`config.mk`:
```
export PLATFORM = sky130hd
export DESIGN_NAME = flash_access_protection
export DESIGN_NICKNAME = d
export VERILOG_FILES = /design/src/hw/fap_pkg.sv /design/src/hw/flash_access_protection.sv /design/src/hw/fap_erase_seq.sv
export VERILOG_INCLUDE_DIRS = /design/src /design/src/hw
export SDC_FILE = /design/constraint.sdc
export NUM_CORES = 1
export LEC_CHECK = 0
export BUFFER_PORTS_ARGS = -buffer_cell sky130_fd_sc_hd__buf_2
export CORE_MARGIN = 2
export CORE_UTILIZATION = 49
export DETAILED_ROUTE_END_ITERATION = 8
export PLACE_DENSITY = 0.85
export RECOVER_POWER = 100
export SYNTH_ARGS = -nofsm -noshare
export SYNTH_HDL_FRONTEND = slang
export SYNTH_SLANG_ARGS = --single-unit
```
`constraint.sdc`:
```
create_clock -name pclk -period 5.3 [get_ports pclk]
set_input_delay 0.53 -clock pclk [delete_from_list [all_inputs] [get_ports pclk]]
set_output_delay 0.53 -clock pclk [all_outputs]
set_load 0.01 [all_outputs]
```
`src/hw/fap_defs.svh`:
```
// Register offsets, field positions, reset values and counts of the flash access guard
`ifndef FAP_DEFS_SVH
`define FAP_DEFS_SVH
`define FAP_OFF_CTRL        8'h00
`define FAP_OFF_STATUS      8'h04
`define FAP_OFF_PASSWORD    8'h08
`define FAP_OFF_PEND        8'h0C
`define FAP_CTRL_UNLOCK     0
`define FAP_CTRL_ROMPROT    1
`define FAP_CTRL_RESET      2'h0
`define FAP_PWD_W           8
`define FAP_PWD_KEY_BIT     6
`define FAP_ST_MODE_LO      0
`define FAP_ST_PWDBIT       2
`define FAP_ST_UNLOCK       3
`define FAP_ST_ROMPROT      4
`define FAP_ST_BUSY         5
`define FAP_ST_MATCH        6
`define FAP_ST_FAIL         7
`define FAP_ST_PEND_LO      8
`define FAP_ST_PEND_VLD     10
`define FAP_ERASE_SECTORS   5'h10
`endif

```
`src/hw/fap_pkg.sv`:
```
// Types shared by the flash access guard and its erase sequencer
package fap_pkg;
    typedef enum logic [1:0] {fap_unprot, fap_prot_a, fap_prot_b} fap_mode_t;
    typedef enum logic [1:0] {fap_read, fap_program, fap_erase} fap_kind_t;
    typedef enum logic [1:0] {fap_pflash, fap_dflash, fap_rom} fap_tgt_t;
    typedef enum logic [2:0] {src_pflash, src_dflash, src_rom, src_ram, src_ext} fap_src_t;
    typedef enum logic [1:0] {seq_idle, seq_issue, seq_wait} fap_seq_t;
endpackage : fap_pkg

```
`src/hw/flash_access_protection.sv`:
```
// Access guard for program flash, data flash and ROM, with password unlock over APB
// Notes on behaviour
// - Program-flash program/erase allowed unprotected, else only with password key bit set.
// - Data-flash reads: any on-chip source unless mode B, then only flash-fetched instructions.
// - Data-flash access from outside the chip is always refused.
// - Data-flash program allowed unless mode B without the password key bit.
// - Mode A data-flash erase needs prior unlock bit or password key bit.
// - Protection removed only in boot-loader mode by a matching password.
// - Password match erases protected flash contents and the stored password.
// - Hardware mode change applies at next reset; other settings apply at once.
// - With ROM read-out protection, ROM reads only from instructions running in ROM.
//
// Register access over APB and the register offsets were left to the implementer.
`timescale 1ns/1ps
`include "fap_defs.svh"
module flash_access_protection (
    // Clock and reset
    input  wire logic                pclk,
    input  wire logic                presetn,
    // APB slave
    input  wire logic                psel,
    input  wire logic                penable,
    input  wire logic                pwrite,
    input  wire logic [7:0]          paddr,
    input  wire logic [31:0]         pwdata,
    output logic [31:0]              prdata,
    output logic                     pready,
    output logic                     pslverr,
    // Stored configuration, sampled after reset release
    input  wire fap_pkg::fap_mode_t  stored_mode,
    input  wire logic [7:0]          stored_pwd,
    // Boot-loader mode pin
    input  wire logic                boot_loader,
    // CPU request
    input  wire logic                req_valid,
    input  wire fap_pkg::fap_kind_t  req_kind,
    input  wire fap_pkg::fap_tgt_t   req_target,
    input  wire fap_pkg::fap_src_t   req_src,
    input  wire logic [15:0]         req_addr,
    input  wire logic [7:0]          req_wdata,
    output logic                     req_ready,
    output logic                     req_grant,
    output logic                     req_deny,
    output logic [7:0]               cpu_rdata,
    // Flash array port
    input  wire logic [7:0]          flash_rdata,
    output logic                     flash_cmd_valid,
    output fap_pkg::fap_kind_t       flash_cmd_kind,
    output fap_pkg::fap_tgt_t        flash_cmd_target,
    output logic [15:0]              flash_cmd_addr,
    output logic [7:0]               flash_cmd_wdata,
    output logic                     erase_req,
    output logic [3:0]               erase_sector,
    input  wire logic                erase_ack,
    // Mode to store for the next reset
    output fap_pkg::fap_mode_t       next_mode,
    output logic                     next_mode_valid
);
    // Access decision used by the grant and deny logic
    function automatic logic fap_allow(fap_pkg::fap_mode_t m, fap_pkg::fap_kind_t k,
                                       fap_pkg::fap_tgt_t t, fap_pkg::fap_src_t s,
                                       logic key, logic unl, logic romp);
        logic ok;
        ok = 1'b0;
        if (s == fap_pkg::src_ext && t == fap_pkg::fap_dflash)
            ok = 1'b0;
        else if (t == fap_pkg::fap_pflash)
            ok = (k == fap_pkg::fap_read) || m == fap_pkg::fap_unprot || key;
        else if (t == fap_pkg::fap_rom)
            ok = (k == fap_pkg::fap_read) && (!romp || s == fap_pkg::src_rom);
        else if (k == fap_pkg::fap_read)
            ok = m != fap_pkg::fap_prot_b || s == fap_pkg::src_pflash
                 || s == fap_pkg::src_dflash;
        else if (k == fap_pkg::fap_program)
            ok = m != fap_pkg::fap_prot_b || key;
        else
            ok = m == fap_pkg::fap_unprot || key
                 || (m == fap_pkg::fap_prot_a && unl);
        return ok;
    endfunction : fap_allow

    logic               bl_meta_q;
    logic               bl_sync_q;
    logic               cap_q;
    fap_pkg::fap_mode_t mode_q;
    fap_pkg::fap_mode_t mode_d;
    logic [7:0]         pwd_q;
    logic [7:0]         pwd_d;
    logic               unlock_q;
    logic               unlock_d;
    logic               romprot_q;
    logic               romprot_d;
    logic               match_q;
    logic               match_d;
    logic               fail_q;
    logic               fail_d;
    fap_pkg::fap_mode_t pend_q;
    fap_pkg::fap_mode_t pend_d;
    logic               pend_vld_q;
    logic               pend_vld_d;
    logic [31:0]        prdata_q;
    logic [31:0]        prdata_d;
    logic               cmd_vld_q;
    logic [7:0]         rdata_q;
    logic [7:0]         rdata_d;
    logic               seq_busy;
    logic               wr_acc;
    logic               pwd_wr;
    logic               pwd_hit;
    logic               allowed;
    logic               df_erase_go;

    // Boot-loader pin comes from outside: two flip-flops before use
    always_ff @(posedge pclk or negedge presetn)
    begin
        if (!presetn)
        begin
            bl_meta_q <= 1'b0;
            bl_sync_q <= 1'b0;
        end
        else
        begin
            bl_meta_q <= boot_loader;
            bl_sync_q <= bl_meta_q;
        end
    end

    // Decoding of bus writes and CPU requests
    assign pready      = 1'b1;
    assign pslverr     = psel && penable && paddr > `FAP_OFF_PEND;
    assign wr_acc      = psel && penable && pwrite;
    assign pwd_wr      = wr_acc && paddr == `FAP_OFF_PASSWORD && bl_sync_q && cap_q
                         && !seq_busy;
    assign pwd_hit     = pwd_wr && pwdata[7:0] == pwd_q;
    assign req_ready   = cap_q && !seq_busy;
    assign allowed     = fap_allow(mode_q, req_kind, req_target, req_src,
                                   pwd_q[`FAP_PWD_KEY_BIT], unlock_q, romprot_q);
    assign req_grant   = req_valid && req_ready && allowed;
    assign req_deny    = req_valid && req_ready && !allowed;
    assign df_erase_go = req_grant && req_target == fap_pkg::fap_dflash
                         && req_kind == fap_pkg::fap_erase;

    // Next values of the control state
    always_comb
    begin
        mode_d     = mode_q;
        pwd_d      = pwd_q;
        unlock_d   = unlock_q;
        romprot_d  = romprot_q;
        match_d    = match_q;
        fail_d     = fail_q;
        pend_d     = pend_q;
        pend_vld_d = pend_vld_q;
        rdata_d    = rdata_q;
        prdata_d   = prdata_q;
        if (!cap_q)
        begin
            // Stored mode is frozen until the next reset
            mode_d = stored_mode;
            pwd_d  = stored_pwd;
        end
        // Unlock is consumed by each mode A data-flash erase; a write in the same cycle wins
        if (df_erase_go && mode_q == fap_pkg::fap_prot_a)
            unlock_d = 1'b0;
        if (wr_acc && paddr == `FAP_OFF_CTRL)
        begin
            unlock_d  = pwdata[`FAP_CTRL_UNLOCK];
            romprot_d = pwdata[`FAP_CTRL_ROMPROT];
        end
        if (pwd_hit)
        begin
            pwd_d   = 8'h00;
            match_d = 1'b1;
            fail_d  = 1'b0;
        end
        else if (pwd_wr)
            fail_d = 1'b1;
        // New hardware mode only after a valid password, stored for reset
        if (wr_acc && paddr == `FAP_OFF_PEND && match_q
            && pwdata[1:0] <= 2'h2)
        begin
            pend_d     = fap_pkg::fap_mode_t'(pwdata[1:0]);
            pend_vld_d = 1'b1;
        end
        if (req_grant && req_kind == fap_pkg::fap_read)
            rdata_d = flash_rdata;
        else if (req_deny)
            rdata_d = 8'h00;
        if (psel && !penable)
        begin
            case (paddr)
                `FAP_OFF_CTRL:
                    prdata_d = {30'h0, romprot_q, unlock_q};
                `FAP_OFF_STATUS:
                    prdata_d = {21'h0, pend_vld_q, pend_q, fail_q, match_q, seq_busy,
                                romprot_q, unlock_q, pwd_q[`FAP_PWD_KEY_BIT], mode_q};
                `FAP_OFF_PEND:
                    prdata_d = {30'h0, pend_q};
                default:
                    prdata_d = 32'h0;
            endcase
        end
    end

    // Control state registers
    always_ff @(posedge pclk or negedge presetn)
    begin
        if (!presetn)
        begin
            cap_q      <= 1'b0;
            mode_q     <= fap_pkg::fap_prot_b;  // Strictest until sampled
            pwd_q      <= 8'h00;
            unlock_q   <= 1'b0;
            romprot_q  <= 1'b0;
            match_q    <= 1'b0;
            fail_q     <= 1'b0;
            pend_q     <= fap_pkg::fap_unprot;
            pend_vld_q <= 1'b0;
            rdata_q    <= 8'h00;
            prdata_q   <= 32'h0;
            cmd_vld_q  <= 1'b0;
            flash_cmd_kind   <= fap_pkg::fap_read;
            flash_cmd_target <= fap_pkg::fap_pflash;
            flash_cmd_addr   <= 16'h0000;
            flash_cmd_wdata  <= 8'h00;
        end
        else
        begin
            cap_q      <= 1'b1;
            mode_q     <= mode_d;
            pwd_q      <= pwd_d;
            unlock_q   <= unlock_d;
            romprot_q  <= romprot_d;
            match_q    <= match_d;
            fail_q     <= fail_d;
            pend_q     <= pend_d;
            pend_vld_q <= pend_vld_d;
            rdata_q    <= rdata_d;
            prdata_q   <= prdata_d;
            cmd_vld_q  <= req_grant;
            if (req_grant)
            begin
                flash_cmd_kind   <= req_kind;
                flash_cmd_target <= req_target;
                flash_cmd_addr   <= req_addr;
                flash_cmd_wdata  <= req_wdata;
            end
        end
    end

    // Bulk erase after a password match
    fap_erase_seq u_erase (
        .pclk         (pclk),
        .presetn      (presetn),
        .start        (pwd_hit),
        .busy         (seq_busy),
        .erase_req    (erase_req),
        .erase_sector (erase_sector),
        .erase_ack    (erase_ack)
    );

    assign prdata          = prdata_q;
    assign cpu_rdata       = rdata_q;
    assign flash_cmd_valid = cmd_vld_q;
    assign next_mode       = pend_q;
    assign next_mode_valid = pend_vld_q;
endmodule : flash_access_protection

```
`src/hw/fap_erase_seq.sv`:
```
// Bulk erase sequencer walking every protected sector after a password match
`timescale 1ns/1ps
`include "fap_defs.svh"
module fap_erase_seq (
    // Clock and reset
    input  wire logic       pclk,
    input  wire logic       presetn,
    // Control
    input  wire logic       start,
    output logic            busy,
    // Flash erase port
    output logic            erase_req,
    output logic [3:0]      erase_sector,
    input  wire logic       erase_ack
);
    fap_pkg::fap_seq_t state_q;
    fap_pkg::fap_seq_t state_d;
    logic [4:0]        sec_q;
    logic [4:0]        sec_d;

    // Next state: one sector per request, acknowledged by the flash
    always_comb
    begin
        state_d = state_q;
        sec_d   = sec_q;
        case (state_q)
            fap_pkg::seq_idle:
                if (start)
                begin
                    state_d = fap_pkg::seq_issue;
                    sec_d   = 5'h00;
                end
            fap_pkg::seq_issue:
                if (erase_ack)
                begin
                    sec_d   = sec_q + 5'h01;
                    state_d = (sec_q + 5'h01 == `FAP_ERASE_SECTORS) ? fap_pkg::seq_idle
                                                                    : fap_pkg::seq_wait;
                end
            fap_pkg::seq_wait:
                state_d = fap_pkg::seq_issue;   // One idle cycle between sectors
            default:
                state_d = fap_pkg::seq_idle;
        endcase
    end

    // State registers
    always_ff @(posedge pclk or negedge presetn)
    begin
        if (!presetn)
        begin
            state_q <= fap_pkg::seq_idle;
            sec_q   <= 5'h00;
        end
        else
        begin
            state_q <= state_d;
            sec_q   <= sec_d;
        end
    end

    assign busy         = (state_q != fap_pkg::seq_idle);
    assign erase_req    = (state_q == fap_pkg::seq_issue);
    assign erase_sector = sec_q[3:0];
endmodule : fap_erase_seq

```
==> reports/metrics.yaml, run 1 <==
wl_met1_um: 3160
fp.coreArea_um2: 6870
grt.total_usage_pct: 19.4
dp_hpwl_um: 5580
rows: 30
drtPass1Iterations: 5
required_ns: 4.77
drc: 0
cts_max_path_buffers: 2
fp.dieH_um: 88.5
clock_sinks: 75
die_area_um2: 7840
yosysWarningCount: 0
start_util_pct: 51.0
crit_path_max_fanout: 38
irDropWorstVdd_mv: 0.239
antenna_left: 0
p_per_area_nw_per_um2: 434
synth-edff-count: 0
port_buffers: 132
synthFlopType: "dfrtp_1"
min_path_type: "input pin to register"
final_cell_mix: "dfrtp_1, buf_2, clkbuf_1"
min_period_ns: 4.00
final_common_cell: "dfrtp_1"
top_layer_used: "met4"
die_w_um: 88.5
numCtsBuffers: 9
worstMarginPinSlew_ns: 3.86
grt_pass1_vias: 2443
p_switching_uw: 572
seq_area_frac_synth_pct: 53.6
p_comb_share_pct: 26.6
hold_viol: 0
grt_pass1_wl_um: 11500
yosys-top-cells-area: "dfrtp_1, mux2_2, buf_4, mux2_4, mux2i_1"
htreeDepth: 3
total_leakage_power_nw: 2.00
cts_tree: "yes"
insertedDiodeCount: 0
holdBufCountCts: 0
layout-drive-gt1-share_pct: 26.5
ys_seq_elements: 75
dpl.cell_count: 510
relSlewSlack_pct: -157
area_growth_pct: 18.9
path_class: "register to output pin"
fin_cells: 526
wl_um: 7510
gp_congestion: 0.730
grt_max_degree: 76
slew_viol_final: 115
clock_latency_ns: 0.34
postCtsSetupBuffers: 0
postCtsResizedCells: 0
yosysTopAreaCellShare_pct: 52.9
cp.arrival_ns: 3.47
synth_cells: 297
clk_pin_slew_ns: 0.07
cts-root-buf: "clkbuf_8"
clkPwrFrac_pct: 27.3
p_seq_share_pct: 46.1
power_mw: 1.81
wl_met2_um: 3730
wl_per_cell_um: 14.3
rsz0062_at_grt: "no"
final_util_pct: 60.6
p_sw_share_pct: 31.7
ys_types: 48
vias_per_cell: 4.96
synth_area_um2: 3500
finalSetupTns_ns: 0
yosys.area.top_type: "dfrtp_1"
synth.avg_cell_area_um2: 11.8
dr.first_iter.drc_count: 86
num_io_pins: 179
synthArstFlopShare_pct: 100
p_int_mw: 1.23
grt_remaining_overflow: 0
failed_checks: "max-capacitance violations, max-slew violations"
fin_skew_ns: 0.00868
fin_crit_sh_pct: 75.4
vias: 2608
fmax_ghz: 0.250
crit_path_end_kind: "output pin"
antenna_found_initial: 0
nets: 523
wl_met3_um: 513
status: "complete, but fails checks"
setup.worst_path.start_class: "register"
setup_violations: 0
drv_cap: 2
## registers in the layout, indices dropped and copies added, names as in the netlist
signal	count
mode_q	2
bl_sync_q	1
flash_cmd_wdata	8
unlock_q	1
flash_cmd_valid	1
next_mode	2
flash_cmd_kind	2
match_q	1
romprot_q	1
pwd_q	8
fail_q	1
bl_meta_q	1
next_mode_valid	1
cap_q	1
cpu_rdata	8
flash_cmd_target	2
u_erase.state_q	2
flash_cmd_addr	16
u_erase.sec_q	5
prdata	11
## Yosys cell counts (2+ instances only)
cell	n
o31a_1	2
buf_6	2
o21ai_1	2
buf_2	4
mux2_2	22
inv_1	7
o21ai_0	18
clkbuf_1	4
buf_4	26
nor4_1	2
nor3_1	2
a22o_1	8
nand3_1	17
and3_1	2
or2_2	3
nor4_4	2
mux2_1	2
mux2i_1	11
xor2_1	8
nor2_1	16
a31oi_1	3
dfrtp_1	74
mux2_4	9
nand2_1	19
a21oi_1	6
conb_1	2
nand2b_1	3
## stage by stage
stage	hold slack [ns]	setup slack (ns)	area [um2]
floorplan	0.234	3.18	3580
global placement	0.335	1.86	4110
detailed placement	0.350	1.83	4110
CTS	0.286	1.71	4340
global route	0.291	0.832	4160
finish	0.305	1.30	4160
## logic make-up (layout without fill, tap and decap cells)
| logic type | Yosys count | count (layout) | synth area share, % |
|---|---|---|---|
| xor gates and xnor gates | 9 | 9 | 2.25 |
| muxes | 44 | 44 | 14.7 |
| AOI/OAI and AO/OA | 47 | 47 | 9.19 |
| other | 2 | 23 | 0.215 |
| adders and majority gates | 1 | 1 | 0.357 |
| DFF | 75 | 75 | 53.6 |
| buffers and inverters | 44 | 156 | 8.08 |
| and+or+nand+nor | 75 | 75 | 11.5 |
## layer usage
layer,track usage [%],vias up
met3,4.66,9
met2,33.2,97
met4,8.68,0
met5,0,-
met1,23.1,1255
li1,-,1247
## path summary, 6_finish.rpt
path	startpoint	end	slack [ns]	depth (start not counted)
max	cap_q$_DFF_PN0_	req_grant	1.30	5
min	boot_loader	bl_meta_q$_DFF_PN0_	0.31	1
max reg2reg	cap_q$_DFF_PN0_	flash_cmd_kind[0]$_DFFE_PN0N_	1.83	4
min reg2reg	bl_meta_q$_DFF_PN0_	bl_sync_q$_DFF_PN0_	0.36	0
max in group asynchronous	presetn	pwd_q[2]$_DFFE_PN0P_	1.60	1
min in group asynchronous	presetn	u_erase.sec_q[1]$_DFFE_PN0P_	1.50	1
## power groups by stage
stage	clock network, mW	logic, mW	registers, mW
after floorplan	0	0.302	0.886
after global placement	0	0.543	0.826
after detailed placement	0	0.560	0.841
after CTS	0.503	0.563	0.831
after global routing	0.524	0.536	0.853
final	0.492	0.481	0.832
## area by class of cell
| type | count | area, um2 |
|---|---|---|
| sequential | 75 | 1880 |
| fill | 639 | 2710 |
| multi-input combinational | 199 | 1320 |
| inverter | 8 | 30.0 |
| clock buffer | 12 | 155 |
| timing repair buffer | 132 | 586 |
| clock inverter | 4 | 72.6 |
| tap | 96 | 120 |
## worst max-delay path, cell delays in order (launching register included)
cell	delay [ns]
dfrtp_1	0.67
nor3b_1	0.46
and2_0	0.31
nand3_1	1.14
inv_1	0.36
clkbuf_1	0.19
(Power assumes the default switching activity.)
==> inputs of run 2 (changes only) <==
--- a/config.mk
+++ b/config.mk
@@ -6,11 +6,12 @@
 export SDC_FILE = /design/constraint.sdc
 export NUM_CORES = 1
 export LEC_CHECK = 0
+export ABC_AREA = 1
 export BUFFER_PORTS_ARGS = -buffer_cell sky130_fd_sc_hd__buf_2
 export CORE_MARGIN = 2
-export CORE_UTILIZATION = 49
+export CORE_UTILIZATION = 41
 export DETAILED_ROUTE_END_ITERATION = 8
-export PLACE_DENSITY = 0.85
+export PLACE_DENSITY = 0.76
 export RECOVER_POWER = 100
 export SYNTH_ARGS = -nofsm -noshare
 export SYNTH_HDL_FRONTEND = slang
==> constraint.sdc (replaced) <==
create_clock -name pclk -period 3.5 [get_ports pclk]
set_input_delay 0.35 -clock pclk [delete_from_list [all_inputs] [get_ports pclk]]
set_output_delay 0.35 -clock pclk [all_outputs]
set_load 0.01 [all_outputs]
==> run 2 against run 1 <==
Compared with the run above:
- the flow still finishes with violations (max-capacitance violations, max-slew violations)
- die area up 21%
- via count up 18%
- area after synthesis up 2.4%
- critical path type unchanged
- clock skew about the same
- final cell count up 24%
- wire length up 7.7%
- total power up 43%
- highest routed layer unchanged
- hold slack worse by 0.20 ns
- clock power up 32%
==> reports/metrics.yaml, run 2 <==
status: "complete, but fails checks"
failed_checks: "max-capacitance violations, max-slew violations"
drc: 0  # unchanged
cts_max_path_buffers: 2  # unchanged
clk_pin_slew_ns: 0.08  # about the same
synth_area_um2: 3580  # +2.4%
postCtsResizedCells: 0  # unchanged
nets: 638  # +22%
dr.first_iter.drc_count: 132  # +53%
irDropWorstVdd_mv: 0.310  # +30%
power_mw: 2.58  # +43%
slew_viol_final: 76  # -34%
crit_path_end_kind: "output pin"
grt_pass1_vias: 2999  # +23%
min_period_ns: 2.88
fin_skew_ns: 0.00884  # +0.000158 ns
insertedDiodeCount: 0  # unchanged
cp.arrival_ns: 2.53  # -0.94 ns
synthArstFlopShare_pct: 100  # unchanged
synthFlopType: "dfrtp_1"
yosysWarningCount: 0  # unchanged
gp_congestion: 0.820  # +12%
vias: 3076  # +18%
p_switching_uw: 901  # +57%
worst_slack_ns: 0.620  # -0.683 ns
hold_end: "bl_meta_q$_DFF_PN0_"
grt.total_usage_pct: 17.4  # -1.9 points
setup.worst_path.start_class: "register"
p_per_area_nw_per_um2: 601  # +39%
start_util_pct: 41.7  # -9.3 points
top_register: "flash_cmd_addr"
hp-start: "boot_loader"
dp_hpwl_um: 5980  # +7.1%
layout-drive-gt1-share_pct: 18.3  # -8.2 points
area_growth_pct: 19.6
die_area_um2: 9500  # +21%
htreeDepth: 3  # unchanged
p_int_mw: 1.68  # +36%
whs_path_depth: 1  # unchanged
yosysTopAreaCellShare_pct: 51.7  # -1.2 points
wl_um: 8090  # +7.7%
fp.dieH_um: 97.5  # +10%
clock_latency_ns: 0.34  # about the same
port_buffers: 132  # unchanged
grt_max_degree: 76  # unchanged
hold_viol: 0  # unchanged
grt_pass1_wl_um: 13500  # +18%
setup_violations: 0  # unchanged
fin_crit_sh_pct: 82.3
min_path_type: "input pin to register"
worstMarginPinSlew_ns: 1.88  # -1.98 ns
cts_tree: "yes"
p_seq_share_pct: 47.7  # +1.6 points
total_leakage_power_nw: 2.28  # +14%
vias_per_cell: 4.71  # -5.0%
die_w_um: 97.5  # +10%
final_cell_mix: "nand2_1, dfrtp_1, buf_2"
required_ns: 3.15  # -1.62 ns
final_common_cell: "nand2_1"
rsz0062_at_grt: "no"
ys_top_cells_by_count: "nand2_1, dfrtp_1, nand3_1, nor2_1, buf_4"
largest_reg_flops: 16  # unchanged
synth-edff-count: 0  # unchanged
timing.rr.start: "cap_q$_DFF_PN0_"
antenna_found_initial: 0  # unchanged
ys_types: 40  # -17%
rows: 34  # +13%
final_util_pct: 49.9  # -11 points
wl_per_cell_um: 12.4  # -13%
cts-root-buf: "clkbuf_8"
worstReg2RegEnd: "cpu_rdata[7]$_DFFE_PN0P_"
antenna_left: 0  # unchanged
postCtsSetupBuffers: 0  # unchanged
nFillCells: 859  # +34%
multiInputGateArea_um2: 1400  # +5.7%
seq_area_frac_synth_pct: 52.4  # -1.2 points
num_io_pins: 179  # unchanged
clkPwrFrac_pct: 25.1  # -2.2 points
yosys.area.top_type: "dfrtp_1"
synth.avg_cell_area_um2: 8.70  # -26%
crit_path_max_fanout: 34  # -11%
dp_slack_ns: 1.04  # -0.791 ns
fmax_ghz: 0.347
register_area_um2: 1880  # unchanged
drv_cap: 1  # -1
r2r_cells: 6  # +2
relSlewSlack_pct: -25.1  # +130 points
clock_sinks: 75  # unchanged
p_sw_share_pct: 35.0  # +3.3 points
rrSetupSlack_ns: 1.23  # -0.60 ns
path_class: "register to output pin"
holdBufCountCts: 0  # unchanged
p_comb_share_pct: 27.2  # +0.6 points
grt_remaining_overflow: 0  # unchanged
drtPass1Iterations: 4  # -1
synth_cells: 412  # +39%
fp.coreArea_um2: 8590  # +25%
ys_seq_elements: 75  # unchanged
synth_most_common_cell: "nand2_1"
yosys-top-cells-area: "dfrtp_1, nand2_1, nand3_1, buf_4, nor2_1"
finalSetupTns_ns: 0  # unchanged
numCtsBuffers: 9  # unchanged
[run 2: worst max-delay path by stage]
stage	end	cells past startpoint	startpoint	slack, ns
finish	req_grant	5	cap_q$_DFF_PN0_	0.62
global route	req_grant	5	cap_q$_DFF_PN0_	0.30
CTS	req_grant	5	cap_q$_DFF_PN0_	0.64
detailed placement	req_grant	5	cap_q$_DFF_PN0_	1.04
global placement	req_grant	5	cap_q$_DFF_PN0_	1.06
floorplan	req_deny	8	req_kind[0]	2.01
[run 2: power by group through the flow]
stage | registers [mW] | logic (mW) | clock network (mW)
2_1_floorplan | 1.32 | 0.373 | 0
3_3_place_gp | 1.23 | 0.756 | 0
3_5_place_dp | 1.24 | 0.776 | 0
4_1_cts | 1.22 | 0.779 | 0.674
5_1_grt | 1.26 | 0.802 | 0.699
6_report | 1.23 | 0.701 | 0.647
[run 2: metrics by stage]
stage / instances / instance area [um2] / hold slack (ns)
after floorplan: 433 / 3660 / 0.0544
after global placement: 637 / 4200 / 0.337
after detailed placement: 637 / 4200 / 0.338
after CTS: 653 / 4400 / 0.0863
after global routing: 653 / 4280 / 0.0881
final: 653 / 4280 / 0.106
[run 2: layout make-up]
cell class	count	area share [%]
tap	108	3.15
clock inverter	6	1.55
sequential	75	43.8
timing repair buffer	133	13.8
inverter	23	2.10
multi-input combinational	298	32.6
clock buffer	10	2.98
[run 2: layer usage]
| layer | GRT usage (%) | vias to the layer above | part of all wire, % |
|---|---|---|---|
| met5 | 0 | - | 0 |
| li1 | - | 1526 | - |
| met3 | 4.60 | 12 | 7.0 |
| met2 | 28.8 | 117 | 49 |
| met1 | 21.5 | 1421 | 43 |
| met4 | 7.59 | 0 | 1.5 |
[run 2: logic make-up after synthesis]
| group | count (synthesis) | synth area share, % |
|---|---|---|
| XOR/XNOR | 6 | 1.47 |
| buffers and inverters | 60 | 9.92 |
| AND/OR/NAND/NOR | 232 | 29.0 |
| adder cells (fa/ha/maj) | 1 | 0.349 |
| flip-flops | 75 | 52.4 |
| AO/OA/AOI/OAI | 27 | 4.12 |
| multiplexers | 9 | 2.55 |
| other | 2 | 0.210 |
[run 2: critical path, stage by stage (launching register included)]
cell and delay (ns):
dfrtp_1 0.68, nand2_1 0.21, nor2_1 0.32, nand3_4 0.37, inv_4 0.40, clkbuf_1 0.19
==> inputs of run 3 (changes only) <==
--- a/config.mk
+++ b/config.mk
@@ -9,9 +9,9 @@
 export ABC_AREA = 1
 export BUFFER_PORTS_ARGS = -buffer_cell sky130_fd_sc_hd__buf_2
 export CORE_MARGIN = 2
-export CORE_UTILIZATION = 41
+export CORE_UTILIZATION = 46
 export DETAILED_ROUTE_END_ITERATION = 8
-export PLACE_DENSITY = 0.76
+export PLACE_DENSITY = 0.8
 export RECOVER_POWER = 100
 export SYNTH_ARGS = -nofsm -noshare
 export SYNTH_HDL_FRONTEND = slang
==> constraint.sdc (replaced) <==
create_clock -name pclk -period 2.7 [get_ports pclk]
set_input_delay 0.27 -clock pclk [delete_from_list [all_inputs] [get_ports pclk]]
set_output_delay 0.27 -clock pclk [all_outputs]
set_load 0.01 [all_outputs]
==> run 3 against run 2 <==
Compared with the run above:
- the flow still finishes with violations (max-capacitance violations, max-slew violations)
- final cell count decreased by 1.1%
- wire length is 1.1% lower
- sequential power grew 29%
- sequential share of layout area is 0.40 points higher
- combinational power is 29% higher
- non-clock buffer count rose by 1
- final area is 0.91% lower
- critical endpoint unchanged
==> reports/metrics.yaml, run 3 (synthesized netlist as in run 2, its figures left out) <==
grt_remaining_overflow: 0  # unchanged
cts_max_path_buffers: 2  # unchanged
cts_tree: "yes"
largest_reg_flops: 16  # unchanged
gp_congestion: 0.824  # +0.49%
power_mw: 3.23  # +25%
fp.dieH_um: 92.3  # -5.4%
htreeDepth: 3  # unchanged
min_path_type: "input pin to register"
relSlewSlack_pct: -21.6  # +3.5 points
worstMarginPinSlew_ns: 1.82  # -0.0522 ns
finalSetupTns_ns: 0  # unchanged
crit_path_max_fanout: 34  # unchanged
drv_cap: 1  # unchanged
clock_sinks: 75  # unchanged
setup_violations: 0  # unchanged
vias_per_cell: 4.81  # +2.0%
failed_checks: "max-capacitance violations, max-slew violations"
fin_skew_ns: 0.00691  # -0.00193 ns
clock_latency_ns: 0.33  # about the same
irDropWorstVdd_mv: 0.389  # +25%
holdBufCountCts: 0  # unchanged
antenna_found_initial: 1  # +1
numCtsBuffers: 9  # unchanged
grt_pass1_wl_um: 13400  # -0.51%
wl_um: 8000  # -1.1%
p_per_area_nw_per_um2: 761  # +27%
dr.first_iter.drc_count: 177  # +34%
path_class: "register to output pin"
drc: 0  # unchanged
total_leakage_power_nw: 2.29  # +0.14%
nets: 639  # +0.16%
rsz0062_at_grt: "no"
antenna_left: 0  # unchanged
p_switching_mw: 1.11  # +24%
grt.total_usage_pct: 19.8  # +2.4 points
p_comb_share_pct: 28.1  # +0.9 points
top_register: "flash_cmd_addr"
rows: 32  # -5.9%
clk_pin_slew_ns: 0.07  # about the same
p_int_mw: 2.12  # +26%
layout-drive-gt1-share_pct: 18.2  # -0.15 points
clkPwrFrac_pct: 22.8  # -2.3 points
slew_viol_final: 76  # unchanged
r2r_cells: 7  # +1
vias: 3105  # +0.94%
setup.worst_path.start_class: "register"
postCtsSetupBuffers: 0  # unchanged
die_area_um2: 8510  # -10%
cp.arrival_ns: 2.17  # -0.36 ns
p_sw_share_pct: 34.5  # -0.47 points
fp.coreArea_um2: 7650  # -11%
insertedDiodeCount: 0  # unchanged
crit_path_end_kind: "output pin"
grt_pass1_vias: 2991  # -0.27%
grt_max_degree: 76  # unchanged
die_w_um: 92.3  # -5.4%
required_ns: 2.43  # -0.72 ns
whs_path_depth: 1  # unchanged
area_growth_pct: 18.5
port_buffers: 132  # unchanged
p_seq_share_pct: 49.1  # +1.4 points
final_cell_mix: "nand2_1, dfrtp_1, buf_2"
final_common_cell: "nand2_1"
dp_slack_ns: 0.551  # -0.485 ns
wl_per_cell_um: 12.4  # about the same
worst_slack_ns: 0.264  # -0.356 ns
start_util_pct: 46.9  # +5.2 points
status: "complete, but fails checks"
cts-root-buf: "clkbuf_8"
fin_crit_sh_pct: 90.2
dp_hpwl_um: 5960  # -0.41%
fmax_ghz: 0.410
hold_viol: 0  # unchanged
min_period_ns: 2.44
num_io_pins: 179  # unchanged
drtPass1Iterations: 7  # +3
## run 3: worst max-delay path: stages, from the launching register on
cell      delay [ns]
dfrtp_1         0.42
nor2_2          0.15
nand2_1         0.13
nor2_2          0.24
nand3_4         0.36
inv_6           0.34
clkbuf_1        0.18
## run 3: cell type report
class / count / area (um2)
well taps: 102 / 128
flip-flops and latches: 75 / 1880
multi-input cells: 298 / 1390
clock buffers: 11 / 151
fillers: 780 / 3400
inverters: 23 / 92.6
repair buffers: 134 / 593
clock inverters: 3 / 15.0
## run 3: routing by layer
metal	GRT usage, %	part of all wire (%)	vias to the layer above
li1	-	-	1530
met1	25.6	44	1438
met2	32.3	47	124
met3	5.51	7.1	13
met4	6.72	1.3	0
met5	0	0	-
## run 3: final timing paths
path                       slack (ns)                            from                       endpoint
max in group asynchronous        1.20                         presetn  flash_cmd_kind[1]$_DFFE_PN0N_
setup reg to reg                 0.61            pwd_q[6]$_DFFE_PN0P_            match_q$_DFFE_PN0P_
setup / recovery                 0.26  u_erase.state_q[1]$_DFFE_PN0P_                      req_grant
hold / removal                   0.05                     boot_loader            bl_meta_q$_DFF_PN0_
hold reg to reg                  0.35             bl_meta_q$_DFF_PN0_            bl_sync_q$_DFF_PN0_
min in group asynchronous        0.43                         presetn   u_erase.sec_q[3]$_DFFE_PN0P_
## run 3: repair_timing
action / CTS / global route
resized for setup: 0 / 1
setup endpoints to repair: 0 / 1
endpoints found under the hold margin: 0 / 0
## run 3: power groups by stage
stage          registers [mW]  logic [mW]  clock network, mW
2_1_floorplan            1.71       0.484                  0
3_3_place_gp             1.59       0.974                  0
3_5_place_dp             1.60        1.00                  0
4_1_cts                  1.58        1.01              0.769
5_1_grt                  1.63        1.04              0.813
6_report                 1.59       0.907              0.738
## run 3: metrics by stage
| step | util (%) | hold WS [ns] | instance area (um2) | std cells |
|---|---|---|---|---|
| 5_1_grt | 55.5 | 0.0324 | 4250 | 646 |
| 3_3_place_gp | 55.0 | 0.338 | 4200 | 632 |
| 6_report | 55.5 | 0.0485 | 4250 | 646 |
| 2_1_floorplan | - | -0.0256 | 3660 | 433 |
| 4_1_cts | 57.1 | 0.0253 | 4370 | 646 |
| 3_5_place_dp | 55.0 | 0.335 | 4200 | 632 |
